==> config.mk <==
export PLATFORM = sky130hd
export DESIGN_NAME = gtc_timer
export DESIGN_NICKNAME = d
export VERILOG_FILES = /design/src/rtl/gtc_pkg.sv /design/src/rtl/gtc_timer.sv /design/src/rtl/gtc_sync.sv
export VERILOG_INCLUDE_DIRS = /design/src /design/src/rtl
export SDC_FILE = /design/constraint.sdc
export NUM_CORES = 1
export LEC_CHECK = 0
export BUFFER_PORTS_ARGS = -buffer_cell sky130_fd_sc_hd__buf_2
export CAP_MARGIN = 20
export CORE_ASPECT_RATIO = 1.5
export CORE_MARGIN = 2
export CORE_UTILIZATION = 50
export DETAILED_ROUTE_END_ITERATION = 10
export PLACE_DENSITY = 0.79
export SLEW_MARGIN = 30
export SYNTH_ARGS = -nofsm -noshare
export SYNTH_HDL_FRONTEND = slang
export SYNTH_SLANG_ARGS = --single-unit
==> constraint.sdc <==
create_clock -name sys_clk -period 2.9 [get_ports sys_clk]
set_clock_uncertainty 0.2 [all_clocks]
set_input_delay 0.58 -clock sys_clk [delete_from_list [all_inputs] [get_ports sys_clk]]
set_output_delay 0.58 -clock sys_clk [all_outputs]
set_load 0.02 [all_outputs]
==> src/rtl/gtc_map.svh <==
// register offsets, field positions and reset values of the gated timer
// assumes an 8-bit apb byte address and 32-bit data words
`ifndef GTC_MAP_SVH
`define GTC_MAP_SVH

// ------------------------------------------------------------
// register byte offsets
// ------------------------------------------------------------
`define GTC_OFF_CTRL     8'h00
`define GTC_OFF_CNT_LO   8'h04
`define GTC_OFF_CNT_HI   8'h08
`define GTC_OFF_STATUS   8'h0c
`define GTC_OFF_MASK     8'h10
`define GTC_OFF_PIN_DIR  8'h14
`define GTC_OFF_PIN_DATA 8'h18

// ------------------------------------------------------------
// control register fields
// ------------------------------------------------------------
`define GTC_CTRL_RUN      0
`define GTC_CTRL_EXT_SEL  1
`define GTC_CTRL_SYNC_BYP 2
`define GTC_CTRL_OSC_EN   3
`define GTC_CTRL_PS_LO    4
`define GTC_CTRL_PS_HI    5
`define GTC_CTRL_GATE_EN  6
`define GTC_CTRL_GATE_SRC 7
`define GTC_CTRL_RST      8'h00

// ------------------------------------------------------------
// status, pin and timing constants
// ------------------------------------------------------------
`define GTC_STAT_OVF      0
`define GTC_PIN4          4
`define GTC_PIN5          5
`define GTC_DIR_RST       2'h3
`define GTC_DATA_RST      2'h0
`define GTC_CNT_MAX       16'hffff
`define GTC_INSTR_LAST    2'h3
`define GTC_XTAL_FREQ_HZ  32768

`endif

==> src/rtl/gtc_pkg.sv <==
// types shared by the gated timer files
// assumes nothing beyond a sv compiler
`default_nettype none

package gtc_pkg;
    // arming state for the external edge counter
    typedef enum logic [0:0]
    {
        GTC_DISARMED = 1'b0,
        GTC_ARMED    = 1'b1
    } gtc_arm_t;
endpackage : gtc_pkg

`default_nettype wire

==> src/rtl/gtc_timer.sv <==
// gated 16-bit timer/counter with apb registers and a crystal enable
// assumes apb master on sys_clk; pins and comparator are asynchronous
// Functional notes
// RULE1: crystal oscillator across the two oscillator pins runs only when enabled
// RULE2: enabled crystal oscillator keeps running during sleep
// RULE3: crystal usable only with internal or low-power crystal system clock
// RULE4: software enables crystal, waits for start-up, then starts timer
// RULE5: crystal enabled forces both pins input; data reads 0, direction 1
// RULE6: bypass select skips the system synchroniser stage
// RULE7: async external counting continues in sleep; overflow interrupt wakes
// RULE8: mode switch may lose or add one increment
// RULE9: count byte reads always return a valid value
// RULE10: software allows for overflow between two byte reads
// RULE11: software stops timer before writing the count
// RULE12: with gating on, counting only while gate is active
// RULE13: gate source is gate pin or second comparator output
// RULE14: prescaler divides by 1, 2, 4 or 8; not software visible
// RULE15: any count byte write clears the prescaler
// RULE16: counter mode increments on each external rising edge
// RULE17: after reset or re-enable a falling edge precedes first count
// RULE18: wrap from all ones sets sticky overflow flag
`default_nettype none
`include "gtc_map.svh"

module gtc_timer (
    input  wire logic        sys_clk,          // 50 mhz system clock
    input  wire logic        reset_n,          // async reset, active low
    input  wire logic        psel,             // apb select
    input  wire logic        penable,          // apb access phase
    input  wire logic        pwrite,           // apb write
    input  wire logic [7:0]  paddr,            // apb byte address
    input  wire logic [31:0] pwdata,           // apb write data
    output var  logic [31:0] prdata,           // apb read data
    output logic             pready,           // apb ready
    output logic             pslverr,          // apb unmapped access
    input  wire logic        sleep_mode,       // processor in sleep
    input  wire logic        clk_mode_ok,      // internal or lp sys clock
    input  wire logic        pin5_in,          // count clock / osc input
    input  wire logic        pin4_in,          // osc amp output pin level
    input  wire logic        gate_input_pin,   // gate pin
    input  wire logic        second_comparator, // comparator output
    output logic             pin5_out,         // pin5 output data
    output logic             pin5_oe,          // pin5 drive enable
    output logic             pin4_out,         // pin4 output data
    output logic             pin4_oe,          // pin4 drive enable
    output logic             xtal_osc_run,     // crystal amplifier enable
    output logic             irq               // level interrupt
);
    // ------------------------------------------------------------
    // registers and wires
    // ------------------------------------------------------------
    logic [7:0]       ctrl_q;
    logic [15:0]      count_q;
    logic             ovf_flag_q;
    logic             ovf_mask_q;
    logic [1:0]       dir_q;
    logic [1:0]       data_q;
    logic [2:0]       ps_q;
    logic [2:0]       ps_last;
    logic [1:0]       instr_q;
    logic             ext_stage_q;
    logic             ext_prev_q;
    gtc_pkg::gtc_arm_t arm_q;
    logic [3:0]       sync_lvl;
    logic             run;
    logic             ext_sel;
    logic             sync_byp;
    logic             osc_en;
    logic             ext_lvl;
    logic             ext_rise;
    logic             gate_lvl;
    logic             gate_ok;
    logic             src_tick;
    logic             pre_tick;
    logic             inc;
    logic             ovf_evt;
    logic             wr_en;
    logic             rd_setup;
    logic             wr_lo;
    logic             wr_hi;
    logic             mapped;

    assign run      = ctrl_q[`GTC_CTRL_RUN];
    assign ext_sel  = ctrl_q[`GTC_CTRL_EXT_SEL];
    assign sync_byp = ctrl_q[`GTC_CTRL_SYNC_BYP];
    assign osc_en   = ctrl_q[`GTC_CTRL_OSC_EN];

    // ------------------------------------------------------------
    // apb decode
    // ------------------------------------------------------------
    // zero-wait slave; unmapped offsets flag an error
    assign mapped   = (paddr == `GTC_OFF_CTRL) || (paddr == `GTC_OFF_CNT_LO)
                   || (paddr == `GTC_OFF_CNT_HI) || (paddr == `GTC_OFF_STATUS)
                   || (paddr == `GTC_OFF_MASK) || (paddr == `GTC_OFF_PIN_DIR)
                   || (paddr == `GTC_OFF_PIN_DATA);
    assign pready   = 1'b1;
    assign pslverr  = psel && penable && !mapped;
    assign wr_en    = psel && penable && pwrite;
    assign rd_setup = psel && !penable && !pwrite;
    assign wr_lo    = wr_en && (paddr == `GTC_OFF_CNT_LO);
    assign wr_hi    = wr_en && (paddr == `GTC_OFF_CNT_HI);

    // ------------------------------------------------------------
    // input synchronisers
    // ------------------------------------------------------------
    gtc_sync #(
        .WIDTH    (4)
    ) u_sync (
        .sys_clk  (sys_clk),
        .reset_n  (reset_n),
        .async_in ({second_comparator, gate_input_pin, pin4_in, pin5_in}),
        .sync_out (sync_lvl)
    );

    // ------------------------------------------------------------
    // oscillator and shared pins
    // ------------------------------------------------------------
    // RULE1 RULE3 crystal run control
    // RULE2 sleep does not stop it
    assign xtal_osc_run = osc_en && clk_mode_ok;
    // RULE5 pins forced to input
    assign pin4_oe  = !osc_en && !dir_q[0];
    assign pin5_oe  = !osc_en && !dir_q[1];
    assign pin4_out = data_q[0];
    assign pin5_out = data_q[1];

    // ------------------------------------------------------------
    // count sources
    // ------------------------------------------------------------
    // RULE6 RULE8 extra phase stage unless bypassed
    always_ff @(posedge sys_clk or negedge reset_n)
    begin
        if (!reset_n)
            ext_stage_q <= 1'b0;
        else if (!sleep_mode)
            ext_stage_q <= sync_lvl[0];
    end

    assign ext_lvl = sync_byp ? sync_lvl[0] : ext_stage_q;

    // previous external level for edge detect
    always_ff @(posedge sys_clk or negedge reset_n)
    begin
        if (!reset_n)
            ext_prev_q <= 1'b0;
        else
            ext_prev_q <= ext_lvl;
    end

    // RULE16 rising edge of count pin
    assign ext_rise = ext_lvl && !ext_prev_q;

    // RULE17 arm on a low level after enable
    always_ff @(posedge sys_clk or negedge reset_n)
    begin
        if (!reset_n)
            arm_q <= gtc_pkg::GTC_DISARMED;
        else if (!run)
            arm_q <= gtc_pkg::GTC_DISARMED;
        else if (!ext_lvl)
            arm_q <= gtc_pkg::GTC_ARMED;
    end

    // instruction clock divider, stops in sleep
    always_ff @(posedge sys_clk or negedge reset_n)
    begin
        if (!reset_n)
            instr_q <= 2'h0;
        else if (!sleep_mode)
            instr_q <= instr_q + 2'h1;
    end

    // RULE7 async external path ignores sleep
    always_comb
    begin
        if (ext_sel)
            src_tick = ext_rise && (arm_q == gtc_pkg::GTC_ARMED)
                    && (sync_byp || !sleep_mode);
        else
            src_tick = (instr_q == `GTC_INSTR_LAST) && !sleep_mode;
    end

    // ------------------------------------------------------------
    // gate
    // ------------------------------------------------------------
    // RULE13 gate source select
    assign gate_lvl = ctrl_q[`GTC_CTRL_GATE_SRC] ? sync_lvl[3] : sync_lvl[2];
    // RULE12 count only while gate active
    assign gate_ok  = !ctrl_q[`GTC_CTRL_GATE_EN] || gate_lvl;
    assign pre_tick = run && gate_ok && src_tick;

    // ------------------------------------------------------------
    // prescaler
    // ------------------------------------------------------------
    // RULE14 terminal value per division
    always_comb
    begin
        case (ctrl_q[`GTC_CTRL_PS_HI:`GTC_CTRL_PS_LO])
            2'h0:    ps_last = 3'h0;
            2'h1:    ps_last = 3'h1;
            2'h2:    ps_last = 3'h3;
            default: ps_last = 3'h7;
        endcase
    end

    // RULE15 count writes clear the prescaler
    always_ff @(posedge sys_clk or negedge reset_n)
    begin
        if (!reset_n)
            ps_q <= 3'h0;
        else if (wr_lo || wr_hi)
            ps_q <= 3'h0;
        else if (pre_tick)
            ps_q <= (ps_q == ps_last) ? 3'h0 : ps_q + 3'h1;
    end

    assign inc     = pre_tick && (ps_q == ps_last);
    assign ovf_evt = inc && (count_q == `GTC_CNT_MAX);

    // ------------------------------------------------------------
    // counter
    // ------------------------------------------------------------
    // byte writes win over a coincident increment
    always_ff @(posedge sys_clk or negedge reset_n)
    begin
        if (!reset_n)
            count_q <= 16'h0000;
        else if (wr_lo)
            count_q[7:0] <= pwdata[7:0];
        else if (wr_hi)
            count_q[15:8] <= pwdata[7:0];
        else if (inc)
            count_q <= count_q + 16'h0001;
    end

    // ------------------------------------------------------------
    // software registers
    // ------------------------------------------------------------
    // control, mask and pin registers
    always_ff @(posedge sys_clk or negedge reset_n)
    begin
        if (!reset_n)
        begin
            ctrl_q     <= `GTC_CTRL_RST;
            ovf_mask_q <= 1'b0;
            dir_q      <= `GTC_DIR_RST;
            data_q     <= `GTC_DATA_RST;
        end
        else if (wr_en)
        begin
            if (paddr == `GTC_OFF_CTRL)
                ctrl_q <= pwdata[7:0];
            else if (paddr == `GTC_OFF_MASK)
                ovf_mask_q <= pwdata[`GTC_STAT_OVF];
            else if (paddr == `GTC_OFF_PIN_DIR)
                dir_q <= pwdata[`GTC_PIN5:`GTC_PIN4];
            else if (paddr == `GTC_OFF_PIN_DATA)
                data_q <= pwdata[`GTC_PIN5:`GTC_PIN4];
        end
    end

    // RULE18 sticky overflow, set beats clear
    always_ff @(posedge sys_clk or negedge reset_n)
    begin
        if (!reset_n)
            ovf_flag_q <= 1'b0;
        else if (ovf_evt)
            ovf_flag_q <= 1'b1;
        else if (wr_en && (paddr == `GTC_OFF_STATUS)
                 && pwdata[`GTC_STAT_OVF])
            ovf_flag_q <= 1'b0;
    end

    // RULE7 level interrupt wakes the core
    assign irq = ovf_flag_q && ovf_mask_q;

    // RULE9 read data latched in setup phase
    always_ff @(posedge sys_clk or negedge reset_n)
    begin
        if (!reset_n)
            prdata <= 32'h0000_0000;
        else if (rd_setup)
        begin
            prdata <= 32'h0000_0000;
            if (paddr == `GTC_OFF_CTRL)
                prdata[7:0] <= ctrl_q;
            else if (paddr == `GTC_OFF_CNT_LO)
                prdata[7:0] <= count_q[7:0];
            else if (paddr == `GTC_OFF_CNT_HI)
                prdata[7:0] <= count_q[15:8];
            else if (paddr == `GTC_OFF_STATUS)
                prdata[`GTC_STAT_OVF] <= ovf_flag_q;
            else if (paddr == `GTC_OFF_MASK)
                prdata[`GTC_STAT_OVF] <= ovf_mask_q;
            // RULE5 forced pins read as inputs
            else if (paddr == `GTC_OFF_PIN_DIR)
                prdata[`GTC_PIN5:`GTC_PIN4] <= osc_en ? `GTC_DIR_RST : dir_q;
            // bit 5 is pin5 (sync_lvl[0]), bit 4 is pin4 (sync_lvl[1])
            else if (paddr == `GTC_OFF_PIN_DATA)
                prdata[`GTC_PIN5:`GTC_PIN4] <= osc_en ? `GTC_DATA_RST
                                             : {sync_lvl[0], sync_lvl[1]};
        end
    end
endmodule : gtc_timer

`default_nettype wire

==> src/rtl/gtc_sync.sv <==
// two-flop synchroniser, one per bit of the bus
// assumes inputs come from pins or another clock domain
`default_nettype none

module gtc_sync #(
    parameter int WIDTH = 4
) (
    input  wire logic             sys_clk,  // system clock
    input  wire logic             reset_n,  // async reset, active low
    input  wire logic [WIDTH-1:0] async_in, // raw inputs
    output var  logic [WIDTH-1:0] sync_out  // synchronised levels
);
    // ------------------------------------------------------------
    // per-bit flop pairs
    // ------------------------------------------------------------
    genvar i;
    generate
        for (i = 0; i < WIDTH; i++)
        begin : g_bit
            logic meta_q;
            // first flop only feeds the second
            always_ff @(posedge sys_clk or negedge reset_n)
            begin
                if (!reset_n)
                begin
                    meta_q      <= 1'b0;
                    sync_out[i] <= 1'b0;
                end
                else
                begin
                    meta_q      <= async_in[i];
                    sync_out[i] <= meta_q;
                end
            end
        end
    endgenerate
endmodule : gtc_sync

`default_nettype wire

# == Yosys cells after proc, flatten, opt, wreduce, memory -nomap -nowiden ==
# Cells that the tools add are included.
# classes
n_eq_ne,13
bitwise,4
n_reduce_logical,51
addsub,3
n_mux,29
# op_table
operator,n
$mux W8,5
$eq A8 B5 Y1 const B,3
$logic_and A1 B1 Y1,21
$add A16 B1 Y16 const B,1
$eq A16 B16 Y1 const B,1
$eq A8 B4 Y1 const B,2
$mux W16,1
$mux W2,8
$mux W3,4
$mux W1,10
$logic_not A1 Y1,9
$logic_or A1 B1 Y1,9
$pmux W3 S3,1
$eq A8 B3 Y1 const B,1
$logic_not A8 Y1,1
$reduce_bool A2 Y1,4
$reduce_and A2 Y1,3
$reduce_and A5 Y1,1
$eq A2 B2 Y1 const B,2
$ne A2 B2 Y1 const B,2
$not A1 Y1,4
$reduce_and A4 Y1,1
$add A3 B1 Y3 const B,1
$eq A3 B3 Y1,1
4 further kinds,4
# word_totals
ff_bits,54
in_bits,51
output_inout_bits,40

# == Logic depth before layout (Yosys ltp) ==
# depth
depth_word,10
depth_mapped,8

# == Modules after synthesis ==
# A second synthesis with hierarchy kept.
# unflattened
cells_unflattened,301
area_unflattened_um2,3035.4
# by_module_without_submodules
module,area_each_um2,cells_per_inst,instances
gtc_timer,2835.2,293,1
gtc_sync,200.2,8,1

# == Worst setup path after synthesis ==
# Ideal clock, no wire load.
# synth_timing
kind,input -> register
startpoint,in paddr[2]
endpoint,reg count_q[11]
slack_ps,384
path_stages,6
arrival_ps,2185
path_buffers,1
required_ps,2569
cell_sequence,buf_4 > or4b_4 > a211oi_4 > nor2_1 > nor4b_1 > or3_1
# synth_via
elab_chain_len,4
word_cells_on_any_way,8
cone_classes,2 x eq/ne; 1 x mux; 1 x bitwise; 4 x reduce/logical
# synth_lines
element,line,rtl
from (decl),gtc_timer.sv:31,"input wire logic [7:0] paddr,"
$eq A8 B4 Y1 (no source line) / $eq A8 B3 Y1 (equally long branches),--,
$logic_and A1 B1 Y1 (on tied branches),"gtc_timer.sv:101, gtc_timer.sv:100",
$reduce_bool A2 Y1 (no source line) / $not A1 Y1 (equally long branches),--,
$reduce_and A2 Y1 (no source line),--,
to (signal assigned),gtc_timer.sv:231,count_q[15:8] <= pwdata[7:0];
to (signal assigned),gtc_timer.sv:233,count_q <= count_q + 16'h0001;
to (decl),gtc_timer.sv:53,logic [15:0] count_q;
# Several ways; a longest one is shown, not always the timed one.
# A chain may end at the register's enable or synchronous reset.

# == Worst setup path in the final report ==
# layout_timing
startpoint,reg ps_q[0]
endpoint,reg count_q[4]
# layout_via
elab_chain_len,4
# layout_lines
element,line,rtl
from (decl),gtc_timer.sv:58,logic [2:0] ps_q;
from (signal assigned),gtc_timer.sv:214,ps_q <= (ps_q == ps_last) ? 3'h0 : ps_q + 3'h1;
$eq A3 B3 Y1,gtc_timer.sv:217,assign inc = pre_tick && (ps_q == ps_last);
$logic_and A1 B1 Y1,gtc_timer.sv:217,
$reduce_bool A2 Y1 (no source line),--,
$reduce_and A2 Y1 (no source line),--,
to (signal assigned),gtc_timer.sv:229,count_q[7:0] <= pwdata[7:0];
to (signal assigned),gtc_timer.sv:233,
# No other way between the ends.

==> flow_summary.json <==
{
  "ys_seq_elements": 54,
  "dr.first_iter.drc_count": 164,
  "hpwl_um": 5790,
  "outcome": "complete, no violations",
  "die_w_um": 68.7,
  "finalWorstSetupSlack_ns": 0.328,
  "num_rows": 35,
  "reg2reg_from": "ps_q[0]",
  "num_vias": 2684,
  "drc": 0,
  "final_nets": 422,
  "cts_setup_buffers": 0,
  "dpl_worst_slack_ns": 0.153,
  "cts_sinks": 54,
  "io_buffers": 41,
  "r2r_cells": 6,
  "grt_first_pass_wirelength_um": 11700,
  "yosys_warnings": 0,
  "critical_path_required_ns": 2.92,
  "min_path_type": "in -> async",
  "synth_cells": 322,
  "syn_to_final_growth_pct": 11.7,
  "p_per_area_nw_per_um2": 462,
  "io_pins": 91,
  "first_pass_iters": 7,
  "routedWlPerCell_um": 17.0,
  "grt_max_degree": 29,
  "r2r_setup_slack_ns": 0.33,
  "rr_endpoint": "count_q[4]",
  "cts_root_buf": "clkbuf_8",
  "relSlewSlack_pct": 56.9,
  "place.gp.congestion": 0.899,
  "routed_via_density": 6.06,
  "routed_wl_um": 7510,
  "grt_pass1_vias": 2407,
  "maxCapViolations": 0,
  "synth-edff-count": 0,
  "grt_remaining_overflow": 0,
  "fmax_mhz": 389,
  "nFillCells": 552,
  "end_kind": "flip-flop",
  "synth.most_common_cell": "dfrtp_1",
  "netlist_area_um2": 3140,
  "layout_min_cycle_time_ns": 2.57,
  "rsz0062_at_grt": "no",
  "cp_max_fo": 11,
  "synthTopCellsByCount": "dfrtp_1 (52), nor2_1 (36), buf_4 (27)",
  "clkLatencyLatePin_ns": 0.31,
  "tritoncts": "built",
  "ys_top_cells_by_area": "dfrtp_1 (41%), buf_4 (6.4%), mux2_2 (5.4%), nor2_1 (4.3%), nand2_1 (3.1%)",
  "synth_top_cell_area_share_pct": 41.4,
  "startpoint_type": "flip-flop",
  "hold_violations": 0,
  "grt_use_total_pct": 22.6,
  "slew_violations": 0,
  "setup-tns-final_ns": 0,
  "peakVddDrop_v": 0.000278,
  "worstPathArrival_ns": 2.59,
  "ys_types": 60,
  "cts_hold_buf": 0,
  "power.leakage_uw": 0.00150,
  "die-area_um2": 6950,
  "fin_crit_sh_pct": 88.7,
  "fp.dieH_um": 101,
  "synth_flop_cell": "dfrtp_1",
  "clk_pin_slew_ns": 0.10,
  "syn_avg_cell_area_um2": 9.76,
  "initial_core_util_pct": 51.3,
  "drive_above_1_share_pct": 24.9,
  "h-tree-depth": 2,
  "cts_buffers": 5,
  "synth_seq_area_share_pct": 43.1,
  "crit_type": "reg -> reg",
  "antenna_found_initial": 0,
  "n_antenna_cell": 0,
  "async_flop_share_pct": 100,
  "crit_start": "ps_q[0]",
  "tightest_slew_ns": 0.646,
  "ant_nets": 0,
  "core_area_um2": 6130,
  "synth_top_area_cell": "dfrtp_1",
  "cts_resized": 0,
  "cts_max_path_buffers": 2,
  "setup_viol": 0,
  "critical_path.endpoint": "count_q[4]"
}
sequential cells by signal, summed over array words and instances, names as in the netlist:
signal / flops
ps_q: 3
ctrl_q: 8
ovf_mask_q: 1
dir_q: 2
ext_prev_q: 1
data_q: 2
ovf_flag_q: 1
ext_stage_q: 1
u_sync.g_bit.meta_q: 4
u_sync.sync_out: 4
prdata: 8
count_q: 16
instr_q: 2
arm_q: 1
routing by layer:
layer	vias up	part of all wire [%]	global-route usage, %
met3	20	6.8	2.68
met2	146	52	39.5
met5	-	0	0
met1	1279	37	27.1
met4	0	3.5	10.3
li1	1239	-	-
cell usage in the layout, fill, tap and decap left out, types with 2 or more instances in the layout:
cell | netlist | layout
o211ai_1 | 6 | 6
or2_2 | 2 | 2
a21oi_1 | 16 | 16
a31oi_1 | 8 | 8
nor3_1 | 5 | 5
ha_1 | 3 | 3
nor4b_1 | 3 | 3
o21a_1 | 2 | 2
nand2_1 | 26 | 26
nand3_1 | 14 | 14
buf_4 | 27 | 14
o21ai_0 | 5 | 5
nand4b_1 | 2 | 2
o311a_1 | 2 | 2
nand2b_1 | 4 | 4
a22oi_1 | 2 | 2
clkbuf_8 | 0 | 6
mux2_2 | 15 | 15
a22o_1 | 3 | 3
nor4_1 | 3 | 3
conb_1 | 2 | 25
nor3b_1 | 3 | 3
buf_2 | 3 | 41
dfrtp_1 | 52 | 52
and3_1 | 3 | 3
nor2_1 | 36 | 36
and2_1 | 5 | 5
dfstp_2 | 2 | 2
nand4_1 | 3 | 3
inv_1 | 3 | 3
a222oi_1 | 6 | 6
or4_1 | 8 | 8
or3_1 | 8 | 8
mux2i_1 | 2 | 2
o31ai_1 | 5 | 5
worst min-delay path by stage:
stage,from,to,slack (ns),cells past startpoint
after floorplan,reset_n,arm_q,0.08,0
after global placement,u_sync.g_bit[2].meta_q,u_sync.sync_out[2],0.13,0
after detailed placement,u_sync.g_bit[3].meta_q,u_sync.sync_out[3],0.13,0
after CTS,reset_n,count_q[6],0.10,1
after global routing,reset_n,count_q[6],0.12,1
final,reset_n,count_q[6],0.08,1
cells by family (layout without fill, tap and decap cells):
family / Yosys count / after routing / share of synthesized area, %
AND/OR/NAND/NOR: 132 / 132 / 22.6
AO/OA/AOI/OAI: 69 / 69 / 17.6
flip-flops: 54 / 54 / 43.1
buffers and inverters: 43 / 67 / 8.72
multiplexers: 17 / 17 / 6.01
adder cells (fa/ha/maj): 3 / 3 / 1.19
other: 2 / 25 / 0.239
XOR/XNOR: 2 / 2 / 0.557
per-stage QoR:
step	utilization, %	instances	power, uW	area [um2]	hold slack (ns)
floorplan	-	345	1030	3230	0.0844
global placement	55.3	435	1090	3390	0.133
detailed placement	55.3	435	1100	3390	0.135
CTS	57.3	443	1640	3510	0.100
global route	57.3	443	1700	3510	0.121
finish	57.3	443	1620	3510	0.0806
critical path: stages (launching register included):
cell and delay (ns):
dfrtp_1 0.46, or2_4 0.26, a2111oi_4 0.38, o211ai_2 0.29, buf_4 0.24, or4_1 0.45, a31oi_1 0.19
where the power goes:
| group | internal (uW) | switching, uW | total (uW) |
|---|---|---|---|
| clock | 284 | 253 | 537 |
| combinational | 90.9 | 153 | 244 |
| sequential | 804 | 37.8 | 842 |
| total | 1180 | 444 | 1620 |
cell type report:
class | count | area, um2 | share of cell area (%)
multi-input cells | 248 | 1600 | 45.6
flip-flops and latches | 54 | 1350 | 38.6
repair buffers | 56 | 330 | 9.41
well taps | 74 | 92.6 | 2.64
clock buffers | 6 | 82.6 | 2.35
clock inverters | 2 | 38.8 | 1.10
inverters | 3 | 11.3 | 0.321
No activity file was read; power rests on OpenSTA's default activity.
